### src/alc_pkg.sv
// constants, field layouts and decode helpers for the limiter/clip/thermal bank
package alc_pkg;

  // register offsets
  localparam logic [7:0] ALC_OFS_RIGHT_LIMIT_THRESHOLD_SLOPE = 8'h12;
  localparam logic [7:0] ALC_OFS_RIGHT_BATTERY_KNEE_LEVEL = 8'h13;
  localparam logic [7:0] ALC_OFS_LEFT_CLIP_CEILING = 8'h14;
  localparam logic [7:0] ALC_OFS_RIGHT_CLIP_CEILING = 8'h15;
  localparam logic [7:0] ALC_OFS_HEAT_WARNING_GAIN_CUT = 8'h16;
  localparam logic [7:0] ALC_OFS_HEAT_STATUS = 8'h18;

  // reset values
  localparam logic [7:0] ALC_RST_RIGHT_LIMIT_THRESHOLD_SLOPE = 8'h51;
  localparam logic [7:0] ALC_RST_RIGHT_BATTERY_KNEE_LEVEL = 8'h22;
  localparam logic [7:0] ALC_RST_LEFT_CLIP_CEILING = 8'hFF;
  localparam logic [7:0] ALC_RST_RIGHT_CLIP_CEILING = 8'hFF;
  localparam logic [7:0] ALC_RST_HEAT_WARNING_GAIN_CUT = 8'h00;

  // field positions
  localparam int ALC_THR_MSB = 7;
  localparam int ALC_THR_LSB = 3;
  localparam int ALC_SLOPE_MSB = 1;
  localparam int ALC_SLOPE_LSB = 0;
  localparam int ALC_CUT_R_MSB = 5;
  localparam int ALC_CUT_R_LSB = 4;
  localparam int ALC_CUT_L_MSB = 1;
  localparam int ALC_CUT_L_LSB = 0;
  localparam int ALC_STATUS_HEAT_BIT = 0;

  // writable bits per register
  localparam logic [7:0] ALC_MASK_THRESHOLD_SLOPE = 8'hFB;
  localparam logic [7:0] ALC_MASK_GAIN_CUT = 8'h33;

  // threshold decode, quarter volts: 16 V = 64, 9.5 V = 38, 8 V = 32
  localparam logic [6:0] ALC_QV_TOP = 7'h40;
  localparam logic [6:0] ALC_QV_FINE_TOP = 7'h26;
  localparam logic [6:0] ALC_QV_FINE_END = 7'h20;
  localparam logic [4:0] ALC_CODE_FINE_START = 5'h0D;
  localparam logic [4:0] ALC_CODE_FINE_END = 5'h13;

  // gain cut in eighths of a dB: 1.5, 3, 5.625 dB
  localparam logic [5:0] ALC_CUT_NONE = 6'h00;
  localparam logic [5:0] ALC_CUT_1P5 = 6'h0C;
  localparam logic [5:0] ALC_CUT_3P0 = 6'h18;
  localparam logic [5:0] ALC_CUT_5P625 = 6'h2D;

  // gain cut applied only while the warning is present
  function automatic logic [5:0] alc_gain_cut(input logic [1:0] code, input logic warn);
    logic [5:0] v;
    v = ALC_CUT_NONE;
    unique case (code)
      2'h0: v = ALC_CUT_NONE;
      2'h1: v = ALC_CUT_1P5;
      2'h2: v = ALC_CUT_3P0;
      2'h3: v = ALC_CUT_5P625;
    endcase
    return warn ? v : ALC_CUT_NONE;
  endfunction

  // clip ceiling in 1/256 of full scale: code n gives n+1
  function automatic logic [8:0] alc_clip_level(input logic [7:0] code);
    return {1'b0, code} + 9'h001;
  endfunction

  // threshold code to quarter volts
  function automatic logic [6:0] alc_thr_qv(input logic [4:0] code);
    logic [6:0] c;
    c = {2'h0, code};
    if (code <= ALC_CODE_FINE_START)
      return 7'(ALC_QV_TOP - (c << 1));
    else if (code <= ALC_CODE_FINE_END)
      return 7'(ALC_QV_FINE_TOP - (c - {2'h0, ALC_CODE_FINE_START}));
    else
      return 7'(ALC_QV_FINE_END - ((c - {2'h0, ALC_CODE_FINE_END}) << 1));
  endfunction

endpackage

### src/alc_thresh_if.sv
// carries threshold settings to the calculator and its result back
`timescale 1ns/1ns
interface alc_thresh_if;
  logic [4:0] thr_code;
  logic [1:0] slope;
  logic [7:0] knee;
  logic [7:0] battery;
  logic track_en;
  logic [6:0] thr_qv;

  modport cfg (output thr_code, output slope, output knee, output battery,
    output track_en, input thr_qv);
  modport calc (input thr_code, input slope, input knee, input battery,
    input track_en, output thr_qv);
endinterface

### src/alc_cfg_top.sv
// limiter/clip/thermal configuration bank
// Contract
// - threshold code decodes 16 V to 2 V
// - threshold/slope register resets to 0x51
// - slope code sets reduction ratio 1:1..4:1
// - eight-bit battery knee, reset 0x22
// - left clip ceiling (n+1)/256, reset 0xFF
// - right clip ceiling same encoding, reset 0xFF
// - left heat-warning cut 0/1.5/3/5.625 dB
// - right heat-warning cut, reserved bits zero
// - tracking ramps threshold down below knee
// - link uses left limiter for both
// - heat warning readable as status bit
`timescale 1ns/1ns
module alc_cfg_top
  import alc_pkg::*;
(
  // clock and reset
  input wire logic sys_clk_in,
  input wire logic rst_n_in,
  // control port register access
  input wire logic [7:0] reg_addr_in,
  input wire logic reg_wr_in,
  input wire logic reg_rd_in,
  input wire logic [7:0] reg_wdata_in,
  output logic [7:0] reg_rdata_out,
  // surrounding device state
  input wire logic [7:0] battery_level_in,
  input wire logic right_battery_track_en_in,
  input wire logic limiter_channel_link_in,
  input wire logic [6:0] left_limit_threshold_qv_in,
  input wire logic heat_warning_flag_in,
  // settings applied to the audio path
  output logic [6:0] right_limit_threshold_out,
  output logic right_limiter_own_out,
  output logic [8:0] left_clip_level_out,
  output logic [8:0] right_clip_level_out,
  output logic [5:0] left_heat_warn_cut_out,
  output logic [5:0] right_heat_warn_cut_out
);

  logic [7:0] right_limit_threshold_slope_q;
  logic [7:0] right_limit_threshold_slope_d;
  logic [7:0] right_battery_knee_level_q;
  logic [7:0] right_battery_knee_level_d;
  logic [7:0] left_clip_ceiling_q;
  logic [7:0] left_clip_ceiling_d;
  logic [7:0] right_clip_ceiling_q;
  logic [7:0] right_clip_ceiling_d;
  logic [7:0] heat_warning_gain_cut_q;
  logic [7:0] heat_warning_gain_cut_d;
  logic [7:0] rdata_q;
  logic [7:0] rdata_d;

  logic [6:0] thr_q;
  logic [6:0] thr_d;
  logic own_q;
  logic own_d;
  logic [8:0] clip_l_q;
  logic [8:0] clip_l_d;
  logic [8:0] clip_r_q;
  logic [8:0] clip_r_d;
  logic [5:0] cut_l_q;
  logic [5:0] cut_l_d;
  logic [5:0] cut_r_q;
  logic [5:0] cut_r_d;

  alc_thresh_if th ();

  assign th.thr_code = right_limit_threshold_slope_q[ALC_THR_MSB:ALC_THR_LSB];
  assign th.slope = right_limit_threshold_slope_q[ALC_SLOPE_MSB:ALC_SLOPE_LSB];
  assign th.knee = right_battery_knee_level_q;
  assign th.battery = battery_level_in;
  assign th.track_en = right_battery_track_en_in;

  alc_thresh_calc u_calc (
    .sys_clk_in(sys_clk_in),
    .rst_n_in(rst_n_in),
    .th(th.calc)
  );

  // register writes
  always_comb
  begin
    right_limit_threshold_slope_d = right_limit_threshold_slope_q;
    right_battery_knee_level_d = right_battery_knee_level_q;
    left_clip_ceiling_d = left_clip_ceiling_q;
    right_clip_ceiling_d = right_clip_ceiling_q;
    heat_warning_gain_cut_d = heat_warning_gain_cut_q;
    if (reg_wr_in)
    begin
      unique case (reg_addr_in)
        ALC_OFS_RIGHT_LIMIT_THRESHOLD_SLOPE:
          // reserved bit 2 dropped on write so it always reads zero
          right_limit_threshold_slope_d = reg_wdata_in & ALC_MASK_THRESHOLD_SLOPE;
        ALC_OFS_RIGHT_BATTERY_KNEE_LEVEL:
          right_battery_knee_level_d = reg_wdata_in;
        ALC_OFS_LEFT_CLIP_CEILING:
          left_clip_ceiling_d = reg_wdata_in;
        ALC_OFS_RIGHT_CLIP_CEILING:
          right_clip_ceiling_d = reg_wdata_in;
        ALC_OFS_HEAT_WARNING_GAIN_CUT:
          heat_warning_gain_cut_d = reg_wdata_in & ALC_MASK_GAIN_CUT;
        default:
          ;
      endcase
    end
  end

  always_ff @(posedge sys_clk_in)
  begin
    if (!rst_n_in)
    begin
      right_limit_threshold_slope_q <= ALC_RST_RIGHT_LIMIT_THRESHOLD_SLOPE;
      right_battery_knee_level_q <= ALC_RST_RIGHT_BATTERY_KNEE_LEVEL;
      left_clip_ceiling_q <= ALC_RST_LEFT_CLIP_CEILING;
      right_clip_ceiling_q <= ALC_RST_RIGHT_CLIP_CEILING;
      heat_warning_gain_cut_q <= ALC_RST_HEAT_WARNING_GAIN_CUT;
    end
    else
    begin
      right_limit_threshold_slope_q <= right_limit_threshold_slope_d;
      right_battery_knee_level_q <= right_battery_knee_level_d;
      left_clip_ceiling_q <= left_clip_ceiling_d;
      right_clip_ceiling_q <= right_clip_ceiling_d;
      heat_warning_gain_cut_q <= heat_warning_gain_cut_d;
    end
  end

  // read data, one cycle after the strobe; unmapped reads give zero
  always_comb
  begin
    rdata_d = rdata_q;
    if (reg_rd_in)
    begin
      unique case (reg_addr_in)
        ALC_OFS_RIGHT_LIMIT_THRESHOLD_SLOPE:
          rdata_d = right_limit_threshold_slope_q;
        ALC_OFS_RIGHT_BATTERY_KNEE_LEVEL:
          rdata_d = right_battery_knee_level_q;
        ALC_OFS_LEFT_CLIP_CEILING:
          rdata_d = left_clip_ceiling_q;
        ALC_OFS_RIGHT_CLIP_CEILING:
          rdata_d = right_clip_ceiling_q;
        ALC_OFS_HEAT_WARNING_GAIN_CUT:
          rdata_d = heat_warning_gain_cut_q;
        ALC_OFS_HEAT_STATUS:
          rdata_d = {7'h00, heat_warning_flag_in};
        default:
          rdata_d = 8'h00;
      endcase
    end
  end

  always_ff @(posedge sys_clk_in)
  begin
    if (!rst_n_in)
      rdata_q <= 8'h00;
    else
      rdata_q <= rdata_d;
  end

  assign reg_rdata_out = rdata_q;

  // settings driven to the audio path
  always_comb
  begin
    // linked: right follows the left limiter, own settings ignored
    own_d = !limiter_channel_link_in;
    thr_d = limiter_channel_link_in ? left_limit_threshold_qv_in : th.thr_qv;
    clip_l_d = alc_clip_level(left_clip_ceiling_q);
    clip_r_d = alc_clip_level(right_clip_ceiling_q);
    cut_l_d = alc_gain_cut(heat_warning_gain_cut_q[ALC_CUT_L_MSB:ALC_CUT_L_LSB],
      heat_warning_flag_in);
    // code 2 shares the left table, 3 dB
    cut_r_d = alc_gain_cut(heat_warning_gain_cut_q[ALC_CUT_R_MSB:ALC_CUT_R_LSB],
      heat_warning_flag_in);
  end

  always_ff @(posedge sys_clk_in)
  begin
    if (!rst_n_in)
    begin
      thr_q <= 7'h00;
      own_q <= 1'b0;
      clip_l_q <= 9'h100;
      clip_r_q <= 9'h100;
      cut_l_q <= ALC_CUT_NONE;
      cut_r_q <= ALC_CUT_NONE;
    end
    else
    begin
      thr_q <= thr_d;
      own_q <= own_d;
      clip_l_q <= clip_l_d;
      clip_r_q <= clip_r_d;
      cut_l_q <= cut_l_d;
      cut_r_q <= cut_r_d;
    end
  end

  assign right_limit_threshold_out = thr_q;
  assign right_limiter_own_out = own_q;
  assign left_clip_level_out = clip_l_q;
  assign right_clip_level_out = clip_r_q;
  assign left_heat_warn_cut_out = cut_l_q;
  assign right_heat_warn_cut_out = cut_r_q;
endmodule

### src/alc_thresh_calc.sv
// right limiter threshold with battery tracking
`timescale 1ns/1ns
module alc_thresh_calc
  import alc_pkg::*;
(
  // clock and reset
  input wire logic sys_clk_in,
  input wire logic rst_n_in,
  // settings and result
  alc_thresh_if.calc th
);

  logic [6:0] thr_q;
  logic [6:0] thr_d;
  logic [6:0] base;
  logic [7:0] drop;
  logic [9:0] cut;

  assign th.thr_qv = thr_q;

  always_comb
  begin
    base = alc_thr_qv(th.thr_code);
    drop = 8'h00;
    cut = 10'h000;
    thr_d = base;
    if (th.track_en && (th.battery < th.knee))
    begin
      drop = th.knee - th.battery;
      // ratio 1:1..4:1 is slope code plus one
      cut = 10'({2'h0, drop} * ({8'h00, th.slope} + 10'h001));
      // floor at zero; a deep sag must not wrap to a high threshold
      thr_d = ({3'h0, base} > cut) ? 7'({3'h0, base} - cut) : 7'h00;
    end
  end

  always_ff @(posedge sys_clk_in)
  begin
    if (!rst_n_in)
      thr_q <= alc_thr_qv(ALC_RST_RIGHT_LIMIT_THRESHOLD_SLOPE[ALC_THR_MSB:ALC_THR_LSB]);
    else
      thr_q <= thr_d;
  end
endmodule

### config.mk
export PLATFORM = sky130hd
export DESIGN_NAME = alc_cfg_top
export DESIGN_NICKNAME = d
export VERILOG_FILES = /design/src/alc_pkg.sv /design/src/alc_thresh_if.sv /design/src/alc_cfg_top.sv /design/src/alc_thresh_calc.sv
export SDC_FILE = /design/constraint.sdc
export NUM_CORES = 1
export LEC_CHECK = 0
export BUFFER_PORTS_ARGS = -buffer_cell sky130_fd_sc_hd__buf_2
export CORE_AREA = 3 3 129 131
export CTS_BUF_LIST = sky130_fd_sc_hd__clkbuf_2
export DETAILED_ROUTE_END_ITERATION = 10
export DIE_AREA = 0 0 132 134
export PLACE_DENSITY = 0.5
export SLEW_MARGIN = 10
export SYNTH_ARGS = -nofsm -noshare
export SYNTH_HDL_FRONTEND = slang
export SYNTH_SLANG_ARGS = --single-unit
export TNS_END_PERCENT = 20
### constraint.sdc
create_clock -name sys_clk_in -period 6.7 [get_ports sys_clk_in]
set_input_delay 0.335 -clock sys_clk_in [delete_from_list [all_inputs] [get_ports sys_clk_in]]
set_output_delay 0.335 -clock sys_clk_in [all_outputs]
set_load 0.02 [all_outputs]
Word-level counts from Yosys, hierarchy flattened. Index checks and enable logic that the tools add are counted.

Add/subtract/negate cells: 10. Bitwise gates (word level): 0. Multiply operators: 1. Div/mod/pow operators: 0. Multiplexer cells: 8. $lt $le $gt $ge: 4. Equality and inequality tests: 12. Shifts and indexed selects: 0. Reduce and logical (&&, ||, !) cells: 10.

Operators by type and width (count): equality test 8 x 5 -> 1 bit, second input constant (6); case mux 6 bit (4 select lines) (2); case mux 8 bit (6 select lines) (1); 2-to-1 mux 7 bit (5); adder 8 x 1 -> 9 bit, second input constant (2); subtractor 6 x 7 -> 7 bit, first input constant (2); AND reduction 2 bit (6); greater-than comparator 7 x 10 -> 1 bit (1); multiplier 8 x 3 -> 10 bit (1); equality test 2 bit, second input constant (4); < comparator 8 bit (1); subtractor 8 bit (1); subtractor 7 x 6 -> 7 bit, first input constant (1); subtractor 7 bit (1); subtractor 5 x 4 -> 6 bit, second input constant (1); subtractor 5 x 5 -> 6 bit, second input constant (1); <= comparator 5 x 4 -> 1 bit, second input constant (1); <= comparator 5 bit, second input constant (1); equality test 2 x 1 -> 1 bit, second input constant (2); zero test 2 bit (2); adder 2 x 1 -> 3 bit, second input constant (1); logical AND 1 bit (1); zero test 1 bit (1).

Bits in latches: 0. Input bits: 38. Memories kept: 0. Register bits after elaboration: 88. Bits in writable memories: 0. Output and inout bits: 46. Bits in read-only memories: 0.

Longest topological paths before layout. Gate-level depths: netlist of run 1.

Depth in word-level cells: 7. Mapped depth: 23. Gate-level depth less buffers: 23.

Hierarchy. A second synthesis of run 1 with hierarchy kept.

Cell total of the unflattened synthesis: 588. Area, all modules: 5241.3 sq um.

By module, submodules not included: alc_cfg_top (times used 1, cells an instance 341, area an instance 3394.5 sq um); alc_thresh_calc (times used 1, cells an instance 247, area an instance 1846.8 sq um).

Worst setup path before layout of run 1. Ideal clock, no wire load.

Path type: reg-to-reg. Start point: reg right_battery_knee_level_q[0]. End point: reg u_calc.thr_q[0] (netlist: u_calc.th.thr_qv[0]). Setup time: 92 ps. Stages on the path, launching flop included: 21. Required time: 6608 ps. Buffers on the path: 0. Path slack: 2646 ps. Data arrival time: 3962 ps. Cells stage by stage: dfxtp_1 -> inv_1 -> ha_1 -> fa_1 -> nor2b_1 -> o21ai_0 -> a21boi_0 -> o21ai_0 -> a21boi_0 -> nand2b_1 -> fa_1 -> inv_1 -> ha_1 -> xor2_1 -> ha_1 -> and4_1 -> nand4_1 -> o2111ai_1 -> nor3_1 -> nand4_1 -> o32ai_1.

Cells in the longest elaborated chain, start to end: 5. Elaborated cells between the ends (all ways): 8.

Ends and longest elaborated chain: start, declared (line alc_cfg_top.sv:44) `logic [7:0] right_battery_knee_level_q;`; start signal, assigned (line alc_cfg_top.sv:123) `right_battery_knee_level_q <= right_battery_knee_level_d;`; subtractor 8 bit (line alc_thresh_calc.sv:29) `drop = th.knee - th.battery;`; multiplier 8 x 3 -> 10 bit (line alc_thresh_calc.sv:31) `cut = 10'({2'h0, drop} * ({8'h00, th.slope} + 10'h001));`; greater-than comparator 7 x 10 -> 1 bit / subtractor 7 bit (equally long branches) (line alc_thresh_calc.sv:33) `thr_d = ({3'h0, base} > cut) ? 7'({3'h0, base} - cut) : 7'h00;`; 2-to-1 mux 7 bit (line alc_thresh_calc.sv:33); 2-to-1 mux 7 bit * (line alc_thresh_calc.sv:27) `if (th.track_en && (th.battery < th.knee))`; end signal, assigned (line alc_thresh_calc.sv:40) `thr_q <= alc_thr_qv(ALC_RST_RIGHT_LIMIT_THRESHOLD_SLOPE[ALC_THR_MSB:ALC_THR_LSB]);`; end signal, assigned (line alc_thresh_calc.sv:42) `thr_q <= thr_d;`; end, declared (line alc_thresh_calc.sv:13) `logic [6:0] thr_q;`.

Mark *: on every way between the ends. The rest lies on a longest branch, timed or not. A chain may end at the register's enable or synchronous reset.

Worst setup path in the final report of run 1.
Start point: reg right_battery_knee_level_q[0]. End point: reg u_calc.thr_q[1] (netlist: u_calc.th.thr_qv[1]).

Same word-level chain as after synthesis.

==> impl_metrics.env, run 1 <==
export IMPL_min_to="right_limit_threshold_out[5]"
export IMPL_worst_pin_slew_ns=0.894
export IMPL_worstSetupStartpointType="flip-flop"
export IMPL_finalNetCount=756
export IMPL_required_ns=7.19
export IMPL_rrSetupSlack_ns=2.12
export IMPL_drt_wirelength_per_cell_um=14.7
export IMPL_min_path_type="in2reg"
export IMPL_clk_latency_ns=0.54
export IMPL_htree_levels=3
export IMPL_final_cell_area_um2=5800
export IMPL_dp_hpwl_um=10300
export IMPL_ys_seq_area_frac=0.331
export IMPL_status="complete, no violations"
export IMPL_fin_worst_skew_ns=0.0155
export IMPL_crit_path_max_fanout=5
export IMPL_intPower_uw=679
export IMPL_worstRegToRegCells=20
export IMPL_drtIter0Drc=312
export IMPL_ys_ff_latch=84
export IMPL_p_sw_frac=0.273
export IMPL_gp_congestion=0.858
export IMPL_drv_cap=0
export IMPL_yosysWarningCount=0
export IMPL_fmax_mhz=218
export IMPL_syn_area_um2=5080
export IMPL_synth_edf_count=0
export IMPL_hold_violations=0
export IMPL_post_cts_buffers=0
export IMPL_clk_pin_slew_worst_paths_ns=0.23
export IMPL_globalRouteOverflowTotal=0
export IMPL_grt_pass1_vias=4148
export IMPL_postCtsHoldBufs=5
export IMPL_die_y_um=134
export IMPL_synthCells=606
export IMPL_vias=4414
export IMPL_routed_wirelength_um=13200
export IMPL_cts_resized=0
export IMPL_synth_cell_types=66
export IMPL_power_density_nw_per_um2=161
export IMPL_post_route_period_util=0.684
export IMPL_antenna_found_initial=1
export IMPL_drt_pass1_iter_count=5
export IMPL_power_frac_clock=0.322
export IMPL_cts_sinks=84
export IMPL_vias_per_cell=4.91
export IMPL_rsz0062_at_grt="no"
export IMPL_grt_total_usage=0.148
export IMPL_hold_path_startpoint="left_limit_threshold_qv_in[5]"
export IMPL_core_area_um2=15700
export IMPL_max_slew_margin=0.396
export IMPL_cts_buffers=9
export IMPL_die_w_um=132
export IMPL_timing_hold_ws_ns=0.0242
export IMPL_placed_area_um2=5610
export IMPL_timing_rr_start="right_battery_knee_level_q[0]"
export IMPL_grt_max_degree=38
export IMPL_power_frac_seq=0.542
export IMPL_cts_tree="yes"
export IMPL_combPwrFrac=0.136
export IMPL_arrival_ns=5.08
export IMPL_portBuffers=81
export IMPL_setup_tns_ns=0
export IMPL_crit_type="reg2reg"
export IMPL_drc=0
export IMPL_ys_flop_type="dfxtp_1"
export IMPL_drive_gt1_frac=0.163
export IMPL_grt_pass1_wl_um=21300
export IMPL_min_path_cells=3
export IMPL_rows=46
export IMPL_ir_drop_mv=0.0658
export IMPL_p_leak_nw=2.64
export IMPL_synth_async_sr_flop_share=0
export IMPL_layout_min_cycle_time_ns=4.58
export IMPL_antenna_left=0
export IMPL_cts_buffer_depth=2
export IMPL_avgSynthCellArea_um2=8.38
export IMPL_netSwitchingPower_uw=255
export IMPL_die_area_um2=17700
export IMPL_cts_root_buf="clkbuf_2"
export IMPL_cp_end_kind="flip-flop"
export IMPL_finalSetupViolCount=0
export IMPL_syn2layout_area_growth_pct=14.2
export IMPL_start_util=0.323
export IMPL_io_pins=84
export IMPL_drv_slew=0
export IMPL_worstReg2RegEnd="u_calc.th.thr_qv[1]"
[kinds of logic after synthesis]
group	after synthesis	synth area share
AND/OR/NAND/NOR	235	0.225
XOR/XNOR	27	0.0466
buffers and inverters	68	0.0609
AO/OA/AOI/OAI	108	0.139
multiplexers	41	0.0811
other	1	0.000738
adder cells (fa/ha/maj)	42	0.116
flip-flops	84	0.331
[Yosys cell counts, types with 6 or more instances]
library cell / count / area share
dfxtp_1: 84 / 0.33
nand2_1: 76 / 0.056
nor2_1: 58 / 0.043
mux2i_1: 40 / 0.079
inv_1: 38 / 0.028
a21oi_1: 32 / 0.032
ha_1: 32 / 0.079
nand3_1: 22 / 0.022
o21ai_0: 20 / 0.020
clkbuf_1: 15 / 0.011
nand2b_1: 14 / 0.017
xnor2_1: 14 / 0.024
xor2_1: 13 / 0.022
nor2b_1: 12 / 0.015
and2_1: 10 / 0.012
o22ai_1: 10 / 0.012
fa_1: 9 / 0.035
o211ai_1: 8 / 0.012
and3_1: 7 / 0.0086
buf_4: 6 / 0.0089
nor3_1: 6 / 0.0059
[per-stage QoR]
stage	std cells	total power, mW	utilization	setup slack, ns
after floorplan	607	0.604	-	2.65
after global placement	877	0.641	0.357	2.25
after detailed placement	877	0.642	0.357	2.11
after CTS	898	0.946	0.369	2.12
after global routing	899	0.973	0.369	1.62
final	899	0.934	0.369	2.12
[worst max-delay path by stage]
stage / start / depth (start not counted) / to / slack, ns
after floorplan: right_battery_knee_level_q[0] / 20 / u_calc.th.thr_qv[0] / 2.65
after global placement: battery_level_in[0] / 20 / u_calc.th.thr_qv[2] / 2.25
after detailed placement: battery_level_in[0] / 20 / u_calc.th.thr_qv[1] / 2.11
after CTS: right_battery_knee_level_q[0] / 20 / u_calc.th.thr_qv[1] / 2.12
after global routing: right_battery_knee_level_q[0] / 20 / u_calc.th.thr_qv[5] / 1.62
final: right_battery_knee_level_q[0] / 20 / u_calc.th.thr_qv[1] / 2.12
[registers in the layout, indices dropped and copies added, names as in the netlist]
register                       flops
right_limit_threshold_slope_q      7
right_battery_knee_level_q         8
reg_rdata_out                      8
right_clip_level_out               9
right_limiter_own_out              1
left_clip_ceiling_q                8
right_limit_threshold_out          7
right_clip_ceiling_q               8
u_calc.th.thr_qv                   7
heat_warning_gain_cut_q            4
left_heat_warn_cut_out             4
right_heat_warn_cut_out            4
left_clip_level_out                9
[metal layers]
layer	track usage	share of wire	routed length [µm]
met1	0.203	0.48	6370
met2	0.242	0.47	6210
met3	0.0229	0.035	463
met4	0.0408	0.014	179
met5	0	0	0
[layout by cell type, fill, tap and decap left out, drive strengths merged, types with 3 or more instances in the layout]
master | netlist | final
fa | 9 | 9
clkbuf | 17 | 9
mux2i | 40 | 40
a21oi | 33 | 33
nor3 | 6 | 6
and2 | 11 | 11
nand3 | 22 | 22
ha | 32 | 32
nand2 | 76 | 76
inv | 38 | 38
clkinv | 1 | 6
o22ai | 10 | 10
a21o | 5 | 5
dlygate4sd3 | 0 | 5
a22oi | 3 | 3
or3 | 4 | 4
buf | 12 | 83
o211ai | 8 | 8
or2 | 4 | 4
nor4b | 4 | 4
nand4 | 4 | 4
nor2b | 12 | 12
nor2 | 60 | 60
o21ai | 20 | 20
xor2 | 13 | 13
or4b | 3 | 3
dfxtp | 84 | 84
xnor2 | 14 | 14
a211oi | 3 | 3
o2bb2ai | 3 | 3
nand2b | 14 | 14
and3 | 7 | 7
[cell type report]
cell class	count	area (µm²)
fillers	1647	9910
diodes	1	2.50
multi-input cells	455	3090
well taps	216	270
clock buffers	9	45.0
clock inverters	7	91.3
repair buffers	88	470
flip-flops and latches	84	1680
inverters	39	146
[worst max-delay path, cell delays in order (launching register included)]
cell and delay (ns):
dfxtp_1 0.40, inv_1 0.06, ha_1 0.20, fa_1 0.40
nor2b_1 0.12, o21ai_0 0.10, a21boi_0 0.30, o21ai_0 0.11
a21boi_0 0.28, nand2b_1 0.12, fa_1 0.49, inv_1 0.04
ha_1 0.35, xor2_1 0.19, ha_1 0.31, and4_1 0.18
nand4_1 0.09, o2111ai_1 0.11, nor3_1 0.25, nand4_1 0.22
o2bb2ai_1 0.21
[power by group through the flow]
stage          sequential, mW  combinational (mW)  clock [mW]
2_1_floorplan           0.520              0.0835           0
3_3_place_gp            0.516               0.125           0
3_5_place_dp            0.516               0.126           0
4_1_cts                 0.507               0.128       0.311
5_1_grt                 0.507               0.142       0.323
6_report                0.506               0.127       0.301
Power figures use the tool's default switching activity.
==> inputs of run 2 (changes only) <==
ABC_AREA = 1   (was not set)
CORE_AREA = 3 3 127 129   (was 3 3 129 131)
DIE_AREA = 0 0 130 132   (was 0 0 132 134)
clock period = 4.3 ns   (was 6.7 ns; I/O delays follow)
==> impl_metrics.env, run 2 <==
export IMPL_yosys_area_top_type="dfxtp_1"
export IMPL_required_ns=4.78
export IMPL_fmax_mhz=250
export IMPL_ys_flop_type="dfxtp_1"
export IMPL_routed_wirelength_um=13300
export IMPL_core_area_um2=15100
export IMPL_drtIter0Drc=255
export IMPL_final_core_utilization=0.383
export IMPL_fin_worst_skew_ns=0.0466
export IMPL_cp_startpoint="right_battery_knee_level_q[0]"
export IMPL_p_total_mw=1.37
export IMPL_worstRegToRegCells=21
export IMPL_worst_pin_slew_ns=0.857
export IMPL_layout_min_cycle_time_ns=3.99
export IMPL_syn_area_um2=4910
export IMPL_cts_root_buf="clkbuf_2"
export IMPL_cp_top_family="adder cells"
export IMPL_drt_pass1_iter_count=4
export IMPL_cts_buffers=9
export IMPL_hold_path_startpoint="heat_warning_flag_in"
export IMPL_placed_area_um2=5470
export IMPL_power_density_nw_per_um2=237
export IMPL_grt_total_usage=0.156
export IMPL_max_stage_delay_ns=0.49
export IMPL_rsz0062_at_grt="no"
export IMPL_crit_type="reg2reg"
export IMPL_max_slew_margin=0.427
export IMPL_die_y_um=132
export IMPL_antenna_found_initial=1
export IMPL_timing_rr_start="right_battery_knee_level_q[0]"
export IMPL_crit_path_cell_trace="inv_1 -> ha_1 -> fa_2 -> xnor2_2 -> nand2_1 -> fa_1 -> inv_1 -> ha_1 -> inv_1 -> fa_1 -> ha_4 -> inv_1 -> o21bai_1 -> a31oi_1 -> nor2_1 -> o21ai_0 -> nand2_1 -> nand4_2 -> nand2_4 -> nand3_1 -> a21oi_1"
export IMPL_cts_buffer_depth=2
export IMPL_cp_buffers_inverters=4
export IMPL_status="complete, no violations"
export IMPL_clk_pin_slew_worst_paths_ns=0.22
export IMPL_p_leak_nw=2.88
export IMPL_post_cts_buffers=0
export IMPL_worstSetupStartpointType="flip-flop"
export IMPL_final_cell_area_um2=5810
export IMPL_yosysWarningCount=0
export IMPL_ys_ff_latch=84
export IMPL_finalSetupViolCount=0
export IMPL_synth_area_leaders="dfxtp_1, ha_1, inv_1"
export IMPL_grt_max_degree=44
export IMPL_grt_pass1_vias=4423
export IMPL_crit_path_top_delay_cell="fa_1"
export IMPL_rrSetupSlack_ns=0.31
export IMPL_dp_hpwl_um=10200
export IMPL_io_pins=84
export IMPL_portBuffers=81
export IMPL_instances_no_fill=945
export IMPL_final_common_cell="inv_1"
export IMPL_worstReg2RegEnd="u_calc.th.thr_qv[1]"
export IMPL_globalRouteOverflowTotal=0
export IMPL_die_area_um2=17200
export IMPL_yosysMostFrequentCell="inv_1"
export IMPL_clk_latency_ns=0.58
export IMPL_htree_levels=3
export IMPL_synthCells=654
export IMPL_ir_drop_mv=0.0804
export IMPL_gp_congestion=0.869
export IMPL_cp_end_kind="flip-flop"
export IMPL_start_util=0.324
export IMPL_cts_sinks=84
export IMPL_post_route_period_util=0.929
export IMPL_synth_top_area_share=0.342
export IMPL_post_place_cells=907
export IMPL_layout_common_cells="inv_1, dfxtp_1, nand2_1"
export IMPL_crit_path_max_fanout=6
export IMPL_drv_slew=0
export IMPL_hold_violations=0
export IMPL_drt_wirelength_per_cell_um=14.1
export IMPL_grt_pass1_wl_um=21400
export IMPL_vias=4634
export IMPL_setup_tns_ns=0
export IMPL_drv_cap=0
export IMPL_ys_seq_area_frac=0.342
export IMPL_cts_tree="yes"
export IMPL_drive_gt1_frac=0.188
export IMPL_finalNetCount=830
export IMPL_ys_top_cells_by_count="inv_1, dfxtp_1, nand2_1, nor2_1, a21oi_1"
export IMPL_drc=0
export IMPL_antenna_left=0
export IMPL_die_w_um=130
export IMPL_synth_edf_count=0
export IMPL_cp_num_cells=21
export IMPL_syn2layout_area_growth_pct=18.2
export IMPL_synth_cell_types=48
export IMPL_arrival_ns=4.47
export IMPL_synth_async_sr_flop_share=0
export IMPL_rows=45
export IMPL_vias_per_cell=4.90
export IMPL_endpoint="u_calc.th.thr_qv[1]"
export IMPL_min_path_type="in2reg"
export IMPL_crit_top_cell="inv_1"
export IMPL_avgSynthCellArea_um2=7.51
==> run 2: changes by cell type in the layout (fill, tap and decap cells not counted), moves of 7 or more <==
cell,previous run,this run
inv_1,38,101
mux2i_1,40,0
a21oi_1,32,60
o21ai_0,20,47
dlygate4sd3_1,5,21
nand2b_1,14,0
nor2b_1,12,0
and2_1,10,0
xnor2_1,14,4
nand2_2,0,8
nor3_1,6,14
a211oi_1,3,10
and3_1,7,0
inv_2,0,7
==> run 2: final cells by class <==
type,instances,area [µm²]
diodes,1,2.50
clock buffers,10,50.0
clock inverters,6,38.8
fillers,1587,9340
inverters,109,409
multi-input cells,442,2750
flip-flops and latches,84,1680
well taps,188,235
repair buffers,105,638
==> run 2: where the power goes <==
group | internal (mW) | leakage, nW | switching, mW | total [mW]
logic | 0.0900 | 2.14 | 0.139 | 0.229
registers | 0.789 | 0.680 | 0.00218 | 0.791
clock network | 0.0781 | 0.0614 | 0.276 | 0.354
==> run 2: worst min-delay path by stage <==
| stage | to | slack, ns | cells past startpoint |
|---|---|---|---|
| after global placement | left_heat_warn_cut_out[4] | 0.41 | 1 |
| final | left_heat_warn_cut_out[2] | 0.06 | 3 |
| after floorplan | right_limiter_own_out | 0.29 | 1 |
| after CTS | left_heat_warn_cut_out[2] | 0.02 | 3 |
| after detailed placement | left_heat_warn_cut_out[4] | 0.42 | 1 |
| after global routing | left_heat_warn_cut_out[0] | 0.06 | 3 |
==> run 2: metrics by stage <==
stage	worst slack, ns	hold WS, ns
finish	0.307	0.0646
global route	0.00858	0.0551
CTS	0.171	0.0185
detailed placement	0.217	0.421
global placement	0.328	0.414
floorplan	0.526	0.287
==> run 2: worst min-delay path, stage by stage <==
cell and delay (ns):
buf_2 0.13, nand2_1 0.19, nor2_1 0.06
==> run 2: layer usage <==
layer / vias up / global-route usage / part of all wire
met3: 25 / 0.0243 / 0.045
li1: 2347 / - / -
met4: 0 / 0.0543 / 0.022
met1: 2122 / 0.224 / 0.49
met5: - / 0 / 0
met2: 140 / 0.236 / 0.45
==> run 2: cells by family after synthesis <==
| kind of cell | synth area share |
|---|---|
| AOI/OAI and AO/OA | 0.195 |
| buffers and inverters | 0.106 |
| and+or+nand+nor | 0.201 |
| other | 0.000763 |
| DFF | 0.342 |
| xor gates and xnor gates | 0.0377 |
| adders and majority gates | 0.118 |
==> run 2: what timing repair did <==
item,CTS,global route
hold buffers,21,0
setup endpoints to repair,0,7
endpoints found under the hold margin,45,0
gates resized for setup,0,5
==> inputs of run 3 (changes only) <==
MAX_ROUTING_LAYER = met4   (was not set)
==> impl_metrics.env, run 3 (synthesis gave the netlist of run 2 again) <==
export IMPL_worst_pin_slew_ns=0.861
export IMPL_hold_violations=0
export IMPL_grt_pass1_vias=4214
export IMPL_drtIter0Drc=306
export IMPL_fin_worst_skew_ns=0.0474
export IMPL_placed_area_um2=5470
export IMPL_ir_drop_mv=0.109
export IMPL_portBuffers=81
export IMPL_post_route_period_util=0.928
export IMPL_cp_end_kind="flip-flop"
export IMPL_cts_tree="yes"
export IMPL_endpoint="u_calc.th.thr_qv[4]"
export IMPL_routed_wirelength_um=13300
export IMPL_io_pins=84
export IMPL_timing_rr_start="right_battery_knee_level_q[0]"
export IMPL_clk_latency_ns=0.55
export IMPL_clk_pin_slew_worst_paths_ns=0.25
export IMPL_nFillCells=1595
export IMPL_cp_startpoint="right_battery_knee_level_q[0]"
export IMPL_cp_buffers_inverters=4
export IMPL_crit_type="reg2reg"
export IMPL_drive_gt1_frac=0.187
export IMPL_status="complete, no violations"
export IMPL_cp_top_family="adder cells"
export IMPL_cp_num_cells=21
export IMPL_final_cell_area_um2=5850
export IMPL_drt_pass1_iter_count=5
export IMPL_arrival_ns=4.47
export IMPL_fmax_mhz=251
export IMPL_drv_slew=0
export IMPL_pre_cts_slack_ns=0.162
export IMPL_die_area_um2=17200
export IMPL_layout_min_cycle_time_ns=3.99
export IMPL_drc=0
export IMPL_grt_max_degree=44
export IMPL_worstReg2RegEnd="u_calc.th.thr_qv[4]"
export IMPL_die_w_um=130
export IMPL_crit_path_top_delay_cell="fa_1"
export IMPL_p_leak_nw=2.90
export IMPL_worstRegToRegCells=21
export IMPL_globalRouteOverflowTotal=0
export IMPL_worstSetupStartpointType="flip-flop"
export IMPL_rrSetupSlack_ns=0.31
export IMPL_cts_buffers=9
export IMPL_power_density_nw_per_um2=247
export IMPL_rsz0062_at_grt="no"
export IMPL_crit_top_cell="inv_1"
export IMPL_grt_total_usage=0.158
export IMPL_layout_common_cells="inv_1, dfxtp_1, nand2_1"
export IMPL_setup_tns_ns=0
export IMPL_cts_buffer_depth=2
export IMPL_drv_cap=0
export IMPL_min_path_type="in2reg"
export IMPL_post_place_cells=907
export IMPL_cts_root_buf="clkbuf_2"
export IMPL_antenna_left=0
export IMPL_drt_wirelength_per_cell_um=14.0
export IMPL_final_setup_worst_slack_ns=0.309
export IMPL_start_util=0.324
export IMPL_required_ns=4.78
export IMPL_vias=4533
export IMPL_cts_sinks=84
export IMPL_rows=45
export IMPL_crit_path_cell_trace="inv_1 -> ha_1 -> fa_2 -> xnor2_2 -> nand2_1 -> fa_1 -> inv_1 -> ha_1 -> inv_1 -> fa_1 -> ha_4 -> inv_1 -> o21bai_1 -> a31oi_1 -> nor2_1 -> o21ai_1 -> nand2_1 -> nand4_2 -> nand2_4 -> nand3_1 -> a21oi_2"
export IMPL_syn2layout_area_growth_pct=18.9
export IMPL_gp_congestion=0.874
export IMPL_finalNetCount=832
export IMPL_crit_path_max_fanout=6
export IMPL_max_stage_delay_ns=0.50
export IMPL_antenna_found_initial=1
export IMPL_instances_no_fill=947
export IMPL_final_core_utilization=0.386
export IMPL_grt_pass1_wl_um=21000
export IMPL_core_area_um2=15100
export IMPL_dp_hpwl_um=10200
export IMPL_hold_path_startpoint="rst_n_in"
export IMPL_finalSetupViolCount=0
export IMPL_vias_per_cell=4.79
export IMPL_htree_levels=3
export IMPL_final_common_cell="inv_1"
export IMPL_max_slew_margin=0.424
export IMPL_die_y_um=132
## run 3: cell types whose count changed in the layout (fill, tap and decap cells not counted), sizes merged
cell | before | now
dlygate4sd3 | 21 | 23
clkbuf | 10 | 11
clkinv | 6 | 4
bufinv | 0 | 1
## run 3: through the flow
step	total power, mW	hold slack [ns]
final	1.44	0.108
after floorplan	0.950	0.287
after global placement	1.01	0.414
after CTS	1.46	0.0552
after detailed placement	1.01	0.417
after global routing	1.52	0.0894
## run 3: how the worst min path moves through the flow
| stage | endpoint | depth (start not counted) |
|---|---|---|
| 6_report | right_clip_level_out[1] | 3 |
| 5_1_grt | right_battery_knee_level_q[5] | 2 |
| 4_1_cts | right_battery_knee_level_q[5] | 2 |
| 3_5_place_dp | left_heat_warn_cut_out[4] | 1 |
| 3_3_place_gp | left_heat_warn_cut_out[4] | 1 |
| 2_1_floorplan | right_limiter_own_out | 1 |
## run 3: report_power, final
group / leakage, nW / switching (mW) / total, mW / internal (mW)
combinational: 2.14 / 0.138 / 0.228 / 0.0905
clock: 0.0742 / 0.281 / 0.423 / 0.142
sequential: 0.680 / 0.00224 / 0.791 / 0.789
## run 3: metal layers
| metal | wire length, µm | vias up | part of all wire | track usage |
|---|---|---|---|---|
| met2 | 5930 | 102 | 0.45 | 0.235 |
| met5 | 0 | - | 0 | - |
| li1 | - | 2363 | - | - |
| met1 | 6680 | 2059 | 0.50 | 0.224 |
| met4 | 107 | 0 | 0.0081 | 0.0387 |
| met3 | 548 | 9 | 0.041 | 0.0255 |
## run 3: worst register-to-register path: stages (launching register included)
cell and delay (ns):
dfxtp_1 0.36, inv_1 0.07, ha_1 0.22, fa_2 0.37, xnor2_2 0.17, nand2_1 0.10, fa_1 0.50, inv_1 0.04
ha_1 0.20, inv_1 0.07, fa_1 0.44, ha_4 0.31, inv_1 0.06, o21bai_1 0.14, a31oi_1 0.07, nor2_1 0.15
o21ai_1 0.07, nand2_1 0.12, nand4_2 0.14, nand2_4 0.11, nand3_1 0.10, a21oi_2 0.13
## run 3: layout make-up
cell class	count	area, µm²	share of cell area
Tap cell	188	235	0.0402
Multi-Input combinational cell	442	2740	0.469
Sequential cell	84	1680	0.288
Inverter	109	409	0.0700
Timing Repair Buffer	107	658	0.113
Clock buffer	11	55.1	0.00942
Clock inverter	5	60.1	0.0103
Antenna cell	1	2.50	0.000428
## run 3: timing repair
item	4_1_cts	5_1_grt
endpoints found under the setup margin	0	7
gates resized for setup	0	5
buffers inserted	0	0
hold buffers	23	0
hold endpoints to repair	49	0
